### src/common/acoc_pkg.sv
package acoc_pkg;
  // ------------------------------------------------------------------
  // timing
  // ------------------------------------------------------------------
  localparam int unsigned CLK_PERIOD_NS = 40;
  localparam int unsigned RELOCK_MAX_NS = 5000;
  // longest relock wait, whole cycles rounded down
  localparam int unsigned RELOCK_CYC    = RELOCK_MAX_NS / CLK_PERIOD_NS;
  localparam int unsigned LATENCY       = 12;
  localparam int unsigned FIFO_DEPTH    = 8;
  localparam int unsigned DATA_W        = 16;
  // ------------------------------------------------------------------
  // divider
  // ------------------------------------------------------------------
  localparam logic [3:0] DIV_MIN        = 4'h2;
  localparam logic [3:0] DIV_MAX        = 4'h8;
  // ------------------------------------------------------------------
  // configuration values
  // ------------------------------------------------------------------
  localparam logic [7:0] STAB_OFF_VALUE = 8'h00;
  localparam int unsigned SYNC_EN_BIT   = 1;
  localparam int unsigned SYNC_ONCE_BIT = 2;
  localparam logic [15:0] CODE_ZERO     = 16'h8000;
  localparam logic [15:0] CODE_MAX      = 16'hFFFF;
  localparam logic [15:0] CODE_MIN      = 16'h0000;
  localparam logic [15:0] MSB_MASK      = 16'h8000;

  typedef enum logic [1:0] {
    ACOC_FMT_OFFSET,
    ACOC_FMT_TWOS,
    ACOC_FMT_GRAY,
    ACOC_FMT_RSVD
  } acoc_fmt_t;
endpackage

### src/hdl/acoc_top.sv
`timescale 1ns/1ps

// ------------------------------------------------------------------
// acoc_fifo : sample buffer
// ------------------------------------------------------------------
module acoc_fifo #(
  parameter int unsigned WIDTH = 17,
  parameter int unsigned DEPTH = 8
) (
  input  wire logic             clk,
  input  wire logic             rst_n,
  input  wire logic             in_valid,
  output logic                  in_ready,
  input  wire logic [WIDTH-1:0] in_data,
  output logic                  out_valid,
  input  wire logic             out_ready,
  output logic      [WIDTH-1:0] out_data
);
  localparam int unsigned AW = (DEPTH < 2) ? 1 : $clog2(DEPTH);

  logic [WIDTH-1:0] mem_ff [DEPTH];
  logic [AW-1:0]    wr_ff;
  logic [AW-1:0]    rd_ff;
  logic [AW:0]      cnt_ff;
  logic             push;
  logic             pop;

  initial begin
    if (DEPTH < 2 || (DEPTH & (DEPTH - 1)) != 0) begin
      $error("fifo depth must be a power of two, at least 2");
    end
  end

  assign in_ready  = (cnt_ff != (AW + 1)'(DEPTH));
  assign out_valid = (cnt_ff != '0);
  assign push      = in_valid & in_ready;
  assign pop       = out_valid & out_ready;
  assign out_data  = mem_ff[rd_ff];

  always_ff @(posedge clk) begin
    if (push) begin
      mem_ff[wr_ff] <= in_data;
    end
  end

  always_ff @(posedge clk or negedge rst_n) begin
    if (!rst_n) begin
      wr_ff  <= '0;
      rd_ff  <= '0;
      cnt_ff <= '0;
    end else begin
      if (push) begin
        wr_ff <= wr_ff + 1'b1;
      end
      if (pop) begin
        rd_ff <= rd_ff + 1'b1;
      end
      cnt_ff <= cnt_ff + (AW + 1)'(push) - (AW + 1)'(pop);
    end
  end
endmodule // acoc_fifo

module acoc_top #(
  parameter int unsigned DATA_W     = acoc_pkg::DATA_W,
  parameter int unsigned FIFO_DEPTH = acoc_pkg::FIFO_DEPTH,
  parameter int unsigned LATENCY    = acoc_pkg::LATENCY
) (
  input  wire logic              clk,
  input  wire logic              rst_n,
  input  wire logic [DATA_W-1:0] core_code,
  input  wire logic              core_over_hi,
  input  wire logic              core_over_lo,
  input  wire logic              core_valid,
  input  wire logic [3:0]        div_ratio,
  input  wire logic              rate_change,
  input  wire logic              rate_below_min,
  input  wire logic              sync_pin,
  input  wire logic              chip_select_low,
  input  wire logic              serial_data_stabilizer_pin,
  input  wire logic              serial_clock_format_pin,
  input  wire logic              power_down_pin,
  input  wire logic              output_enable_low_pin,
  input  wire logic              lvds_select_pin,
  input  wire logic              reduced_swing_select_pin,
  input  wire logic [7:0]        cfg_stab_value,
  input  wire logic [2:0]        cfg_sync_ctrl,
  input  wire logic              cfg_sync_write,
  input  wire logic              cfg_power_down,
  input  wire logic              cfg_standby,
  input  wire logic              cfg_pin_is_standby,
  input  wire logic              cfg_lvds,
  input  wire logic              cfg_reduced_swing,
  input  wire logic [1:0]        cfg_format,
  input  wire logic              cfg_output_disable,
  input  wire logic              cfg_dco_invert,
  input  wire logic              capture_ready,
  output logic                   core_ready,
  output logic                   serial_mode,
  output logic                   stab_active,
  output logic                   stab_locked,
  output logic                   int_clk,
  output logic                   sample_tick,
  output logic                   powered_down,
  output logic                   standby,
  output logic                   lvds_mode,
  output logic                   reduced_swing,
  output logic [DATA_W-1:0]      data_out,
  output logic                   over_out,
  output logic                   data_oe_n,
  output logic                   data_clock_output,
  output logic                   dco_oe_n
);
  localparam int unsigned WORD_W = DATA_W + 1;
  localparam int unsigned HALF_W = DATA_W / 2;

  initial begin
    if (LATENCY < 3 || DATA_W < 2 || (DATA_W % 2) != 0) begin
      $error("latency below 3 or odd data width is not supported");
    end
  end

  // ------------------------------------------------------------------
  // configuration mode and selections
  // ------------------------------------------------------------------
  logic        serial_ff;
  logic        stab_en;
  logic        lvds;
  logic [1:0]  fmt;
  logic        pd_req;
  logic        sb_req;
  logic        halt;
  logic        out_off;
  logic [3:0]  ratio;

  always_ff @(posedge clk or negedge rst_n) begin
    if (!rst_n) begin
      serial_ff <= 1'b0;
    end else if (!chip_select_low) begin
      serial_ff <= 1'b1;
    end
  end

  always_comb begin
    stab_en = serial_ff ? (cfg_stab_value != acoc_pkg::STAB_OFF_VALUE)
                        : serial_data_stabilizer_pin;
    fmt = serial_ff ? cfg_format
                    : (serial_clock_format_pin ? 2'(acoc_pkg::ACOC_FMT_TWOS)
                                               : 2'(acoc_pkg::ACOC_FMT_OFFSET));
    lvds          = lvds_select_pin | (serial_ff & cfg_lvds);
    reduced_swing = lvds & (reduced_swing_select_pin | (serial_ff & cfg_reduced_swing));
    // pin acts as power-down or standby
    pd_req = (power_down_pin & ~(serial_ff & cfg_pin_is_standby))
           | (serial_ff & cfg_power_down);
    sb_req = ~pd_req & serial_ff
           & (cfg_standby | (power_down_pin & cfg_pin_is_standby));
    halt = pd_req | sb_req;
    out_off = pd_req | output_enable_low_pin | (serial_ff & cfg_output_disable);
    // out-of-range ratios fall back to two
    ratio = (div_ratio < acoc_pkg::DIV_MIN || div_ratio > acoc_pkg::DIV_MAX)
          ? acoc_pkg::DIV_MIN : div_ratio;
  end

  assign serial_mode  = serial_ff;
  assign powered_down = pd_req;
  assign standby      = sb_req;
  assign lvds_mode    = lvds;

  // ------------------------------------------------------------------
  // sync pulse handling
  // ------------------------------------------------------------------
  logic sync_d_ff;
  logic armed_ff;
  logic sync_rise;
  logic resync;

  assign sync_rise = sync_pin & ~sync_d_ff;
  // every pulse, or first after write
  assign resync = sync_rise & cfg_sync_ctrl[acoc_pkg::SYNC_EN_BIT]
                & (~cfg_sync_ctrl[acoc_pkg::SYNC_ONCE_BIT] | armed_ff);

  always_ff @(posedge clk or negedge rst_n) begin
    if (!rst_n) begin
      sync_d_ff <= 1'b0;
      armed_ff  <= 1'b0;
    end else begin
      sync_d_ff <= sync_pin;
      // a write in the pulse cycle re-arms, so it wins
      if (cfg_sync_write) begin
        armed_ff <= 1'b1;
      end else if (resync) begin
        armed_ff <= 1'b0;
      end
    end
  end

  // ------------------------------------------------------------------
  // stabilizer lock
  // ------------------------------------------------------------------
  logic [3:0] ratio_d_ff;
  logic       stab_d_ff;
  logic [7:0] lock_ff;
  logic       relock;

  assign relock      = rate_change | (ratio != ratio_d_ff) | (stab_en & ~stab_d_ff);
  assign stab_locked = (lock_ff == '0);
  // bypass until locked or when slow
  assign stab_active = stab_en & stab_locked & ~rate_below_min;

  always_ff @(posedge clk or negedge rst_n) begin
    if (!rst_n) begin
      ratio_d_ff <= acoc_pkg::DIV_MIN;
      stab_d_ff  <= 1'b0;
      lock_ff    <= 8'(acoc_pkg::RELOCK_CYC);
    end else begin
      ratio_d_ff <= ratio;
      stab_d_ff  <= stab_en;
      if (relock) begin
        lock_ff <= 8'(acoc_pkg::RELOCK_CYC);
      end else if (lock_ff != '0) begin
        lock_ff <= lock_ff - 1'b1;
      end
    end
  end

  // ------------------------------------------------------------------
  // clock divider
  // ------------------------------------------------------------------
  logic [3:0] div_ff;
  logic [3:0] fall_pt;
  logic       rise_tick;
  logic       fall_tick;
  logic       int_clk_ff;

  // odd ratio without stabilizer keeps input skew
  assign fall_pt   = (stab_active || !ratio[0]) ? (ratio >> 1) : ((ratio + 4'h1) >> 1);
  assign rise_tick = ~halt & (div_ff == '0);
  assign fall_tick = ~halt & (div_ff == fall_pt);
  assign sample_tick = rise_tick;
  assign int_clk     = int_clk_ff;

  always_ff @(posedge clk or negedge rst_n) begin
    if (!rst_n) begin
      div_ff     <= '0;
      int_clk_ff <= 1'b0;
    end else if (resync) begin
      div_ff     <= '0;
      int_clk_ff <= 1'b0;
    end else if (!halt) begin
      div_ff <= (div_ff >= ratio - 4'h1) ? 4'h0 : div_ff + 4'h1;
      if (rise_tick) begin
        int_clk_ff <= 1'b1;
      end else if (fall_tick) begin
        int_clk_ff <= 1'b0;
      end
    end
  end

  // ------------------------------------------------------------------
  // code mapping and pipeline
  // ------------------------------------------------------------------
  function automatic logic [DATA_W-1:0] fmt_code(input logic [DATA_W-1:0] ob,
                                                 input logic [1:0] f);
    logic [DATA_W-1:0] r;
    r = ob;
    case (f)
      2'(acoc_pkg::ACOC_FMT_TWOS): r = ob ^ acoc_pkg::MSB_MASK;
      2'(acoc_pkg::ACOC_FMT_GRAY): r = ob ^ (ob >> 1);
      default:                     r = ob;
    endcase
    return r;
  endfunction

  logic [DATA_W-1:0] clamp;
  logic [WORD_W-1:0] pipe_ff [LATENCY-1];
  logic [LATENCY-2:0] pv_ff;
  logic               fifo_out_valid;
  logic [WORD_W-1:0]  fifo_out_data;
  logic               fifo_pop;

  always_comb begin
    if (core_over_hi) begin
      clamp = acoc_pkg::CODE_MAX;
    end else if (core_over_lo) begin
      clamp = acoc_pkg::CODE_MIN;
    end else begin
      clamp = core_code;
    end
  end

  always_ff @(posedge clk or negedge rst_n) begin
    if (!rst_n) begin
      pv_ff <= '0;
    end else if (rise_tick) begin
      pv_ff <= {pv_ff[LATENCY-3:0], core_valid};
    end
  end

  genvar gi;
  generate
    for (gi = 0; gi < LATENCY - 1; gi++) begin : g_pipe
      always_ff @(posedge clk) begin
        if (rise_tick) begin
          if (gi == 0) begin
            pipe_ff[gi] <= {core_over_hi | core_over_lo, fmt_code(clamp, fmt)};
          end else begin
            pipe_ff[gi] <= pipe_ff[gi-1];
          end
        end
      end
    end
  endgenerate

  acoc_fifo #(
    .WIDTH (WORD_W),
    .DEPTH (FIFO_DEPTH)
  ) u_fifo (
    .clk       (clk),
    .rst_n     (rst_n),
    .in_valid  (rise_tick & pv_ff[LATENCY-2]),
    .in_ready  (core_ready),
    .in_data   (pipe_ff[LATENCY-2]),
    .out_valid (fifo_out_valid),
    .out_ready (fifo_pop),
    .out_data  (fifo_out_data)
  );

  // ------------------------------------------------------------------
  // output stage
  // ------------------------------------------------------------------
  logic [WORD_W-1:0] word_ff;
  logic [DATA_W-1:0] dout_ff;
  logic              load_tick;

  // lvds loads half a cycle later
  assign load_tick = lvds ? fall_tick : rise_tick;
  assign fifo_pop  = load_tick & capture_ready & fifo_out_valid;

  function automatic logic [HALF_W-1:0] lane_pick(input logic [DATA_W-1:0] w,
                                                  input logic odd);
    logic [HALF_W-1:0] r;
    r = '0;
    for (int i = 0; i < HALF_W; i++) begin
      r[i] = w[2 * i + (odd ? 1 : 0)];
    end
    return r;
  endfunction

  always_ff @(posedge clk or negedge rst_n) begin
    if (!rst_n) begin
      word_ff <= {1'b0, acoc_pkg::CODE_ZERO};
      dout_ff <= '0;
    end else if (fifo_pop) begin
      word_ff <= fifo_out_data;
      // even bits change at falling edge
      dout_ff <= lvds ? DATA_W'(lane_pick(fifo_out_data[DATA_W-1:0], 1'b0))
                      : fifo_out_data[DATA_W-1:0];
    end else if (lvds && rise_tick) begin
      // odd bits change at rising edge
      dout_ff <= DATA_W'(lane_pick(word_ff[DATA_W-1:0], 1'b1));
    end
  end

  assign data_out  = dout_ff;
  assign over_out  = word_ff[DATA_W];
  assign data_oe_n = out_off;
  assign dco_oe_n  = out_off;
  assign data_clock_output = int_clk_ff ^ (serial_ff & cfg_dco_invert & ~lvds);
endmodule // acoc_top

### config.mk
export PLATFORM = sky130hd
export DESIGN_NAME = acoc_top
export DESIGN_NICKNAME = d
export VERILOG_FILES = /design/src/common/acoc_pkg.sv /design/src/hdl/acoc_top.sv
export SDC_FILE = /design/constraint.sdc
export NUM_CORES = 1
export LEC_CHECK = 0
export ABC_AREA = 1
export BUFFER_PORTS_ARGS = -buffer_cell sky130_fd_sc_hd__buf_2
export CAP_MARGIN = 10
export CORE_MARGIN = 5
export CORE_UTILIZATION = 50
export CTS_BUF_LIST = sky130_fd_sc_hd__clkbuf_8
export DETAILED_ROUTE_END_ITERATION = 8
export GPL_TIMING_DRIVEN = 0
export PLACE_DENSITY = 0.71
export SETUP_SLACK_MARGIN = 0.3
export SYNTH_ARGS = -nofsm -noshare
export SYNTH_HDL_FRONTEND = slang
export SYNTH_SLANG_ARGS = --single-unit
### constraint.sdc
create_clock -name clk -period 8.4 [get_ports clk]
set_input_delay 0.84 -clock clk [delete_from_list [all_inputs] [get_ports clk]]
set_output_delay 0.84 -clock clk [all_outputs]
set_load 0.01 [all_outputs]
Word-level counts from Yosys, hierarchy flattened --
Memories as Yosys holds them, arrays and structs flattened. Cells that the tools add are included.
Cells by class: bitwise gates (word level) 47, order comparisons 3, reductions and logical operators 14, muxes and demuxes 28, add/sub/neg operators 8, equal/unequal tests 6
Operator list (count):
- $mux 16 | 6
- $pmux 16 s2 | 1
- $and 1x1->1 | 25
- $mux 4 | 4
- $mux 8 | 2
- $reduce_bool 8->1 | 2
- $xor 16x15->16 | 1
- $mux 1 | 13
- $or 1x1->1 | 11
- $not 1->1 | 9
- $add 4x1->4 const B | 2
- $logic_not 8->1 | 1
- $sub 8x1->8 const B | 1
- $add 3x1->3 const B | 2
- $reduce_bool 2->1 | 3
- $add 4x1->4 | 1
- $eq 4x3->1 | 1
- $ge 4x4->1 | 1
- $gt 4x4->1 const B | 1
- $logic_not 4->1 | 1
- $lt 4x2->1 const B | 1
- $ne 4x4->1 | 1
- $ne 4x4->1 const B | 1
- $reduce_bool 4->1 | 1
- other kinds (13) | 14
Storage, ports and cells: bits of input ports 57, register bits after elaboration 75, bits in writable memories 323, output and inout port bits 30, logic and storage cells 122, memories kept 2
Memories:
- pipe_ff | words 11, width 17, rd ports 11, clocked after Yosys merged registers in 0, write ports 11, line acoc_top.sv:274 | logic [WORD_W-1:0] pipe_ff [LATENCY-1];
- u_fifo.mem_ff | words 8, width 17, rd ports 1, clocked after Yosys merged registers in 0, write ports 1, line acoc_top.sv:21 | logic [WIDTH-1:0] mem_ff [DEPTH];

Depth between registers and ports, before layout --
depth in word-level cells 15, gate-level depth with buffers 21, mapped depth without buffers 20

By module --
A second synthesis with hierarchy kept.
Second synthesis, totals: cell total of the unflattened synthesis 1320, area, all modules 15696.3 um2
By module, submodules not included:
- acoc_top | instances 1, cells an instance 666, area each 9173.8 um2, seq. area each 7051.8 um2
- acoc_fifo | instances 1, cells an instance 654, area each 6522.5 um2, seq. area each 4334.2 um2

Worst setup path before layout --
Ideal clock, no wire load.
path kind in2out, start point input cfg_pin_is_standby, end point output sample_tick, path buffers 1, setup slack 818 ps, data required time 7560 ps, arrival time 6742 ps, stages 8, path through nand2_1 > nand2_2 > nand2_4 > nor2_2 > nor2_1 > nand2_1 > nor2_4 > buf_1
Between the ends: word-level cells in the longest chain between the ends 10, elaborated cells between the ends (all ways) 12, those cells by class 12 x bitwise
Ends and longest elaborated chain:
- from (decl) | line acoc_top.sv:90 | input wire logic cfg_pin_is_standby,
- $and 1x1->1 | line acoc_top.sv:152 | pd_req = (power_down_pin & ~(serial_ff & cfg_pin_is_standby))
- $not 1->1 | line acoc_top.sv:152
- $and 1x1->1 | line acoc_top.sv:152
- $or 1x1->1 | line acoc_top.sv:153 | | (serial_ff & cfg_power_down);
- net powered_down | line acoc_top.sv:103 | output logic powered_down,
- $not 1->1 | line acoc_top.sv:154 | sb_req = ~pd_req & serial_ff
- $and 1x1->1 | line acoc_top.sv:154
- $and 1x1->1 | line acoc_top.sv:155 | & (cfg_standby | (power_down_pin & cfg_pin_is_standby));
- net standby | line acoc_top.sv:104 | output logic standby,
- $or 1x1->1 | line acoc_top.sv:156 | halt = pd_req | sb_req;
- $not 1->1 | line acoc_top.sv:236 | assign rise_tick = ~halt & (div_ff == '0);
- $and 1x1->1 | line acoc_top.sv:236
- to (decl) | line acoc_top.sv:102 | output logic sample_tick,
The timed path passes the listed nets, and every way through them passes these cells.

Worst setup path after layout --
start point register serial_ff, in the netlist serial_mode, end point output data_clock_output
Between the ends: word-level cells in the longest chain between the ends 5, elaborated cells between the ends (all ways) 6, those cells by class 6 x bitwise
Ends and longest elaborated chain:
- from (decl) | line acoc_top.sv:125 | logic serial_ff;
- from (signal assigned) | line acoc_top.sv:137 | serial_ff <= 1'b0;
- from (signal assigned) | line acoc_top.sv:139 | serial_ff <= 1'b1;
- $and 1x1->1 | line acoc_top.sv:149 | lvds = lvds_select_pin | (serial_ff & cfg_lvds);
- $or 1x1->1 | line acoc_top.sv:149
- $not 1->1 | line acoc_top.sv:367 | assign data_clock_output = int_clk_ff ^ (serial_ff & cfg_dco_invert & ~lvds);
- $and 1x1->1 (*) | line acoc_top.sv:367
- $xor 1x1->1 (*) | line acoc_top.sv:367
- to (decl) | line acoc_top.sv:110 | output logic data_clock_output,
Every way passes the cells marked *; elsewhere a longest branch is shown, timed or not.

==> results.md <==
- Status: complete, no violations
- CTS tree: built
- WL final: 26830 um
- Cell count after synthesis: ~1.1k
- 1st-iter DRT viols: around 440
- Met2 Use GR: 0.2603
- Hold buffer count at CTS: 0
- Power share of the clock group: 0.274
- Setup Total Neg Slack: 0 ns
- Worst-Margin Slew: 1.028 ns
- Synth area leader: edfxtp_1
- Cell Rows: 63
- Mapped Area: 14980 um^2
- Async SR Flop Fraction: 0.1718
- First-pass GRT wire length: 43170 um
- Global Route met1 Usage: 0.2133
- Worst Skew: 0.02419 ns
- Layout net count: 1334
- #FFs+latches synth: 390
- Worst setup EP type: primary output
- Final core occ: 0.5816
- PD cells: ~300 nW/um^2
- Clk pin slew, worst setup/hold paths: 0.06 ns
- Initial DRT Pass Iterations: 5
- All-Layer GR Usage: 0.1587
- Ratio of cells with drive above 1 in the final layout: 0.1808
- CTS Root Cell: clkbuf_8
- Multi-input logic area: 3208 um^2
- Synth warnings: 0
- Post-route DRC: 0
- Grt ovf: 0
- Netlist cell types: 47
- Net Count, Synth: 1172
- Post-CTS sizing: 0
- Worst-Skew Late Latency: 0.58 ns
- Vias in the first global route: about 8.6k
- GR peak layer: met2
- CTS Sinks: 390
- Internal power: 3503 uW
- WP data required: about 7.6 ns
- Sw power: between 1500 and 2000 uW
- Final cycle utilization of the critical path: 0.4219
- Initial core utilization: 0.5054
- Share of the synthesized area in the top cell type: 0.6475
- H-tree Lvls: 2
- Fill cell count: ~2.4k
- Post-route antenna net violation count: 0
- Hold WS: about 0.36 ns
- Maximum vdd drop: 0.1244 mV
- Port buffer count: 85
- Antenna Cells: 0
- Detail Placement HPWL: 17820 um
- Post-synthesis sequential area ratio: 0.7600
- Die area: 33520 um^2
- Worst path arrival time: between 2 and 3 ns
- Tot Pwr: about 5000 uW
- Largest net degree at the start of global routing: 68
- LEAKAGE: between 0.006 and 0.007 uW
- Routed len/inst: about 16 um
- Top-count cell post-synth: edfxtp_1
- Post-synth EDFFs: 323
- Routability Congestion: 0.8577
- Post CTS Setup Buffer Count: 0
- Register Area: 11390 um^2
- Initial antenna violation count: 0
- Hold Path Class: in2async
- Chip width: 183.1 um
- Post-layout minimum cycle time: between 3 and 4 ns
- Final Hold Viols: 0
- Syn_area_per_cell: 13.69 um^2
- Synth top cells by count: edfxtp_1, nand2_1, nor2_1, o21ai_0, dfrtp_1
- Slew Viols, Final: 0
- Num ports: a little under 90
- CORE AREA: 29640 um^2
- CTS buffer count: between 50 and 60
- Flop pwr share: 0.510
- GR met3 Demand/Resource: 0.03154
- Vias: ~9k
- Crit-path max FO: 10
- Number of max-cap violations: 0
- CP Launch Type: flip-flop
- Combinational power share: 0.215
- Vias/cell: 5.158
- RSZ-0062 raised after global routing: no
- Final setup viols: 0
- F_max: 0.2822 GHz
- P&R area growth vs syn: 15.06%
- Area contributors post-synth: edfxtp_1, dfrtp_1, nand2_1
- Most common flop cell mapped by yosys: edfxtp_1
- Switching share of power: 0.3042
- Critical setup path kind: reg2out
- Die Y-Extent: 183.1 um
- Relative slew slack: 0.3112
- Clk buf depth: 3
[path summary, 6_finish.rpt]
path | slack, ns | start | depth (start not counted) | to
hold reg to reg | 0.40 | pipe_ff[9][12] | 0 | pipe_ff[10][12]
min in group clk | 0.37 | sync_pin | 1 | sync_d_ff
setup reg to reg | 5.18 | serial_mode | 18 | u_fifo.cnt_ff[1]
setup / recovery | 4.86 | serial_mode | 6 | data_clock_output
max in group asynchronous | 7.43 | rst_n | 1 | serial_mode
hold / removal | 0.36 | rst_n | 1 | word_ff[7]
[registers in the layout, indices dropped and copies added, names as in the netlist]
signal and flops:
u_fifo.wr_ff 3, ratio_d_ff 4, data_out 16, lock_ff 8, div_ff 4, u_fifo.rd_ff 3
u_fifo.mem_ff 136, pv_ff 11, serial_mode 1, pipe_ff 187, word_ff 9, int_clk 1
u_fifo.cnt_ff 4, sync_d_ff 1, armed_ff 1, stab_d_ff 1
[critical path, stage by stage (launching register included)]
cell and delay (ns):
dfrtp_1 0.41, buf_6 0.17, a21oi_1 0.62, clkbuf_1 0.43, nand3_1 0.18, xnor2_1 0.17, buf_2 0.15
[cells in the final DEF, fill, tap and decap left out, drive strengths merged, types with 26 or more instances in the layout]
cell      n
buf     112
nand3    49
edfxtp  323
clkbuf   90
o21ai   101
inv      83
dfrtp    59
nor2    123
nand2   196
clkinv   26
[metrics by stage]
step	instances	cell area, um^2	setup WS [ns]
after floorplan	1094	14980	0.8185
after detailed placement	1585	16180	4.385
after global placement	1569	15890	-2.010
after global routing	1695	17240	4.567
final	1695	17240	4.856
after CTS	1695	17240	4.784
[power groups by stage]
stage / clock network [uW] / registers (uW) / logic (uW)
floorplan: 0 / 2630 / 702
global placement: 0 / 2660 / 1020
detailed placement: 0 / 2610 / 1090
CTS: 1420 / 2570 / 1090
global route: 1520 / 2600 / 1220
finish: 1380 / 2570 / 1080
[cell type report]
class / instances / area share
clock buffers: 61 / 0.04871
inverters: 62 / 0.01350
multi-input cells: 602 / 0.1861
clock inverters: 49 / 0.01285
well taps: 390 / 0.02831
repair buffers: 101 / 0.03891
flip-flops and latches: 390 / 0.6606
plain buffers: 40 / 0.01103
[per-layer routing]
| metal | routed length [um] | vias to the layer above |
|---|---|---|
| li1 | - | 4241 |
| met3 | 1670 | 54 |
| met4 | 641 | 0 |
| met5 | 0 | - |
| met1 | 11490 | 4180 |
| met2 | 13030 | 267 |
[cell families (layout without fill, tap and decap cells)]
| family | count (synthesis) | count (layout) | synth area share |
|---|---|---|---|
| DFF | 390 | 390 | 0.7600 |
| and+or+nand+nor | 387 | 387 | 0.1123 |
| AOI/OAI and AO/OA | 171 | 171 | 0.06807 |
| buffers and inverters | 102 | 313 | 0.02815 |
| adders and majority gates | 21 | 21 | 0.01804 |
| xor gates and xnor gates | 19 | 19 | 0.01111 |
| muxes | 3 | 3 | 0.002005 |
| other | 1 | 1 | 0.0002503 |
No activity file was read; power rests on OpenSTA's default activity.
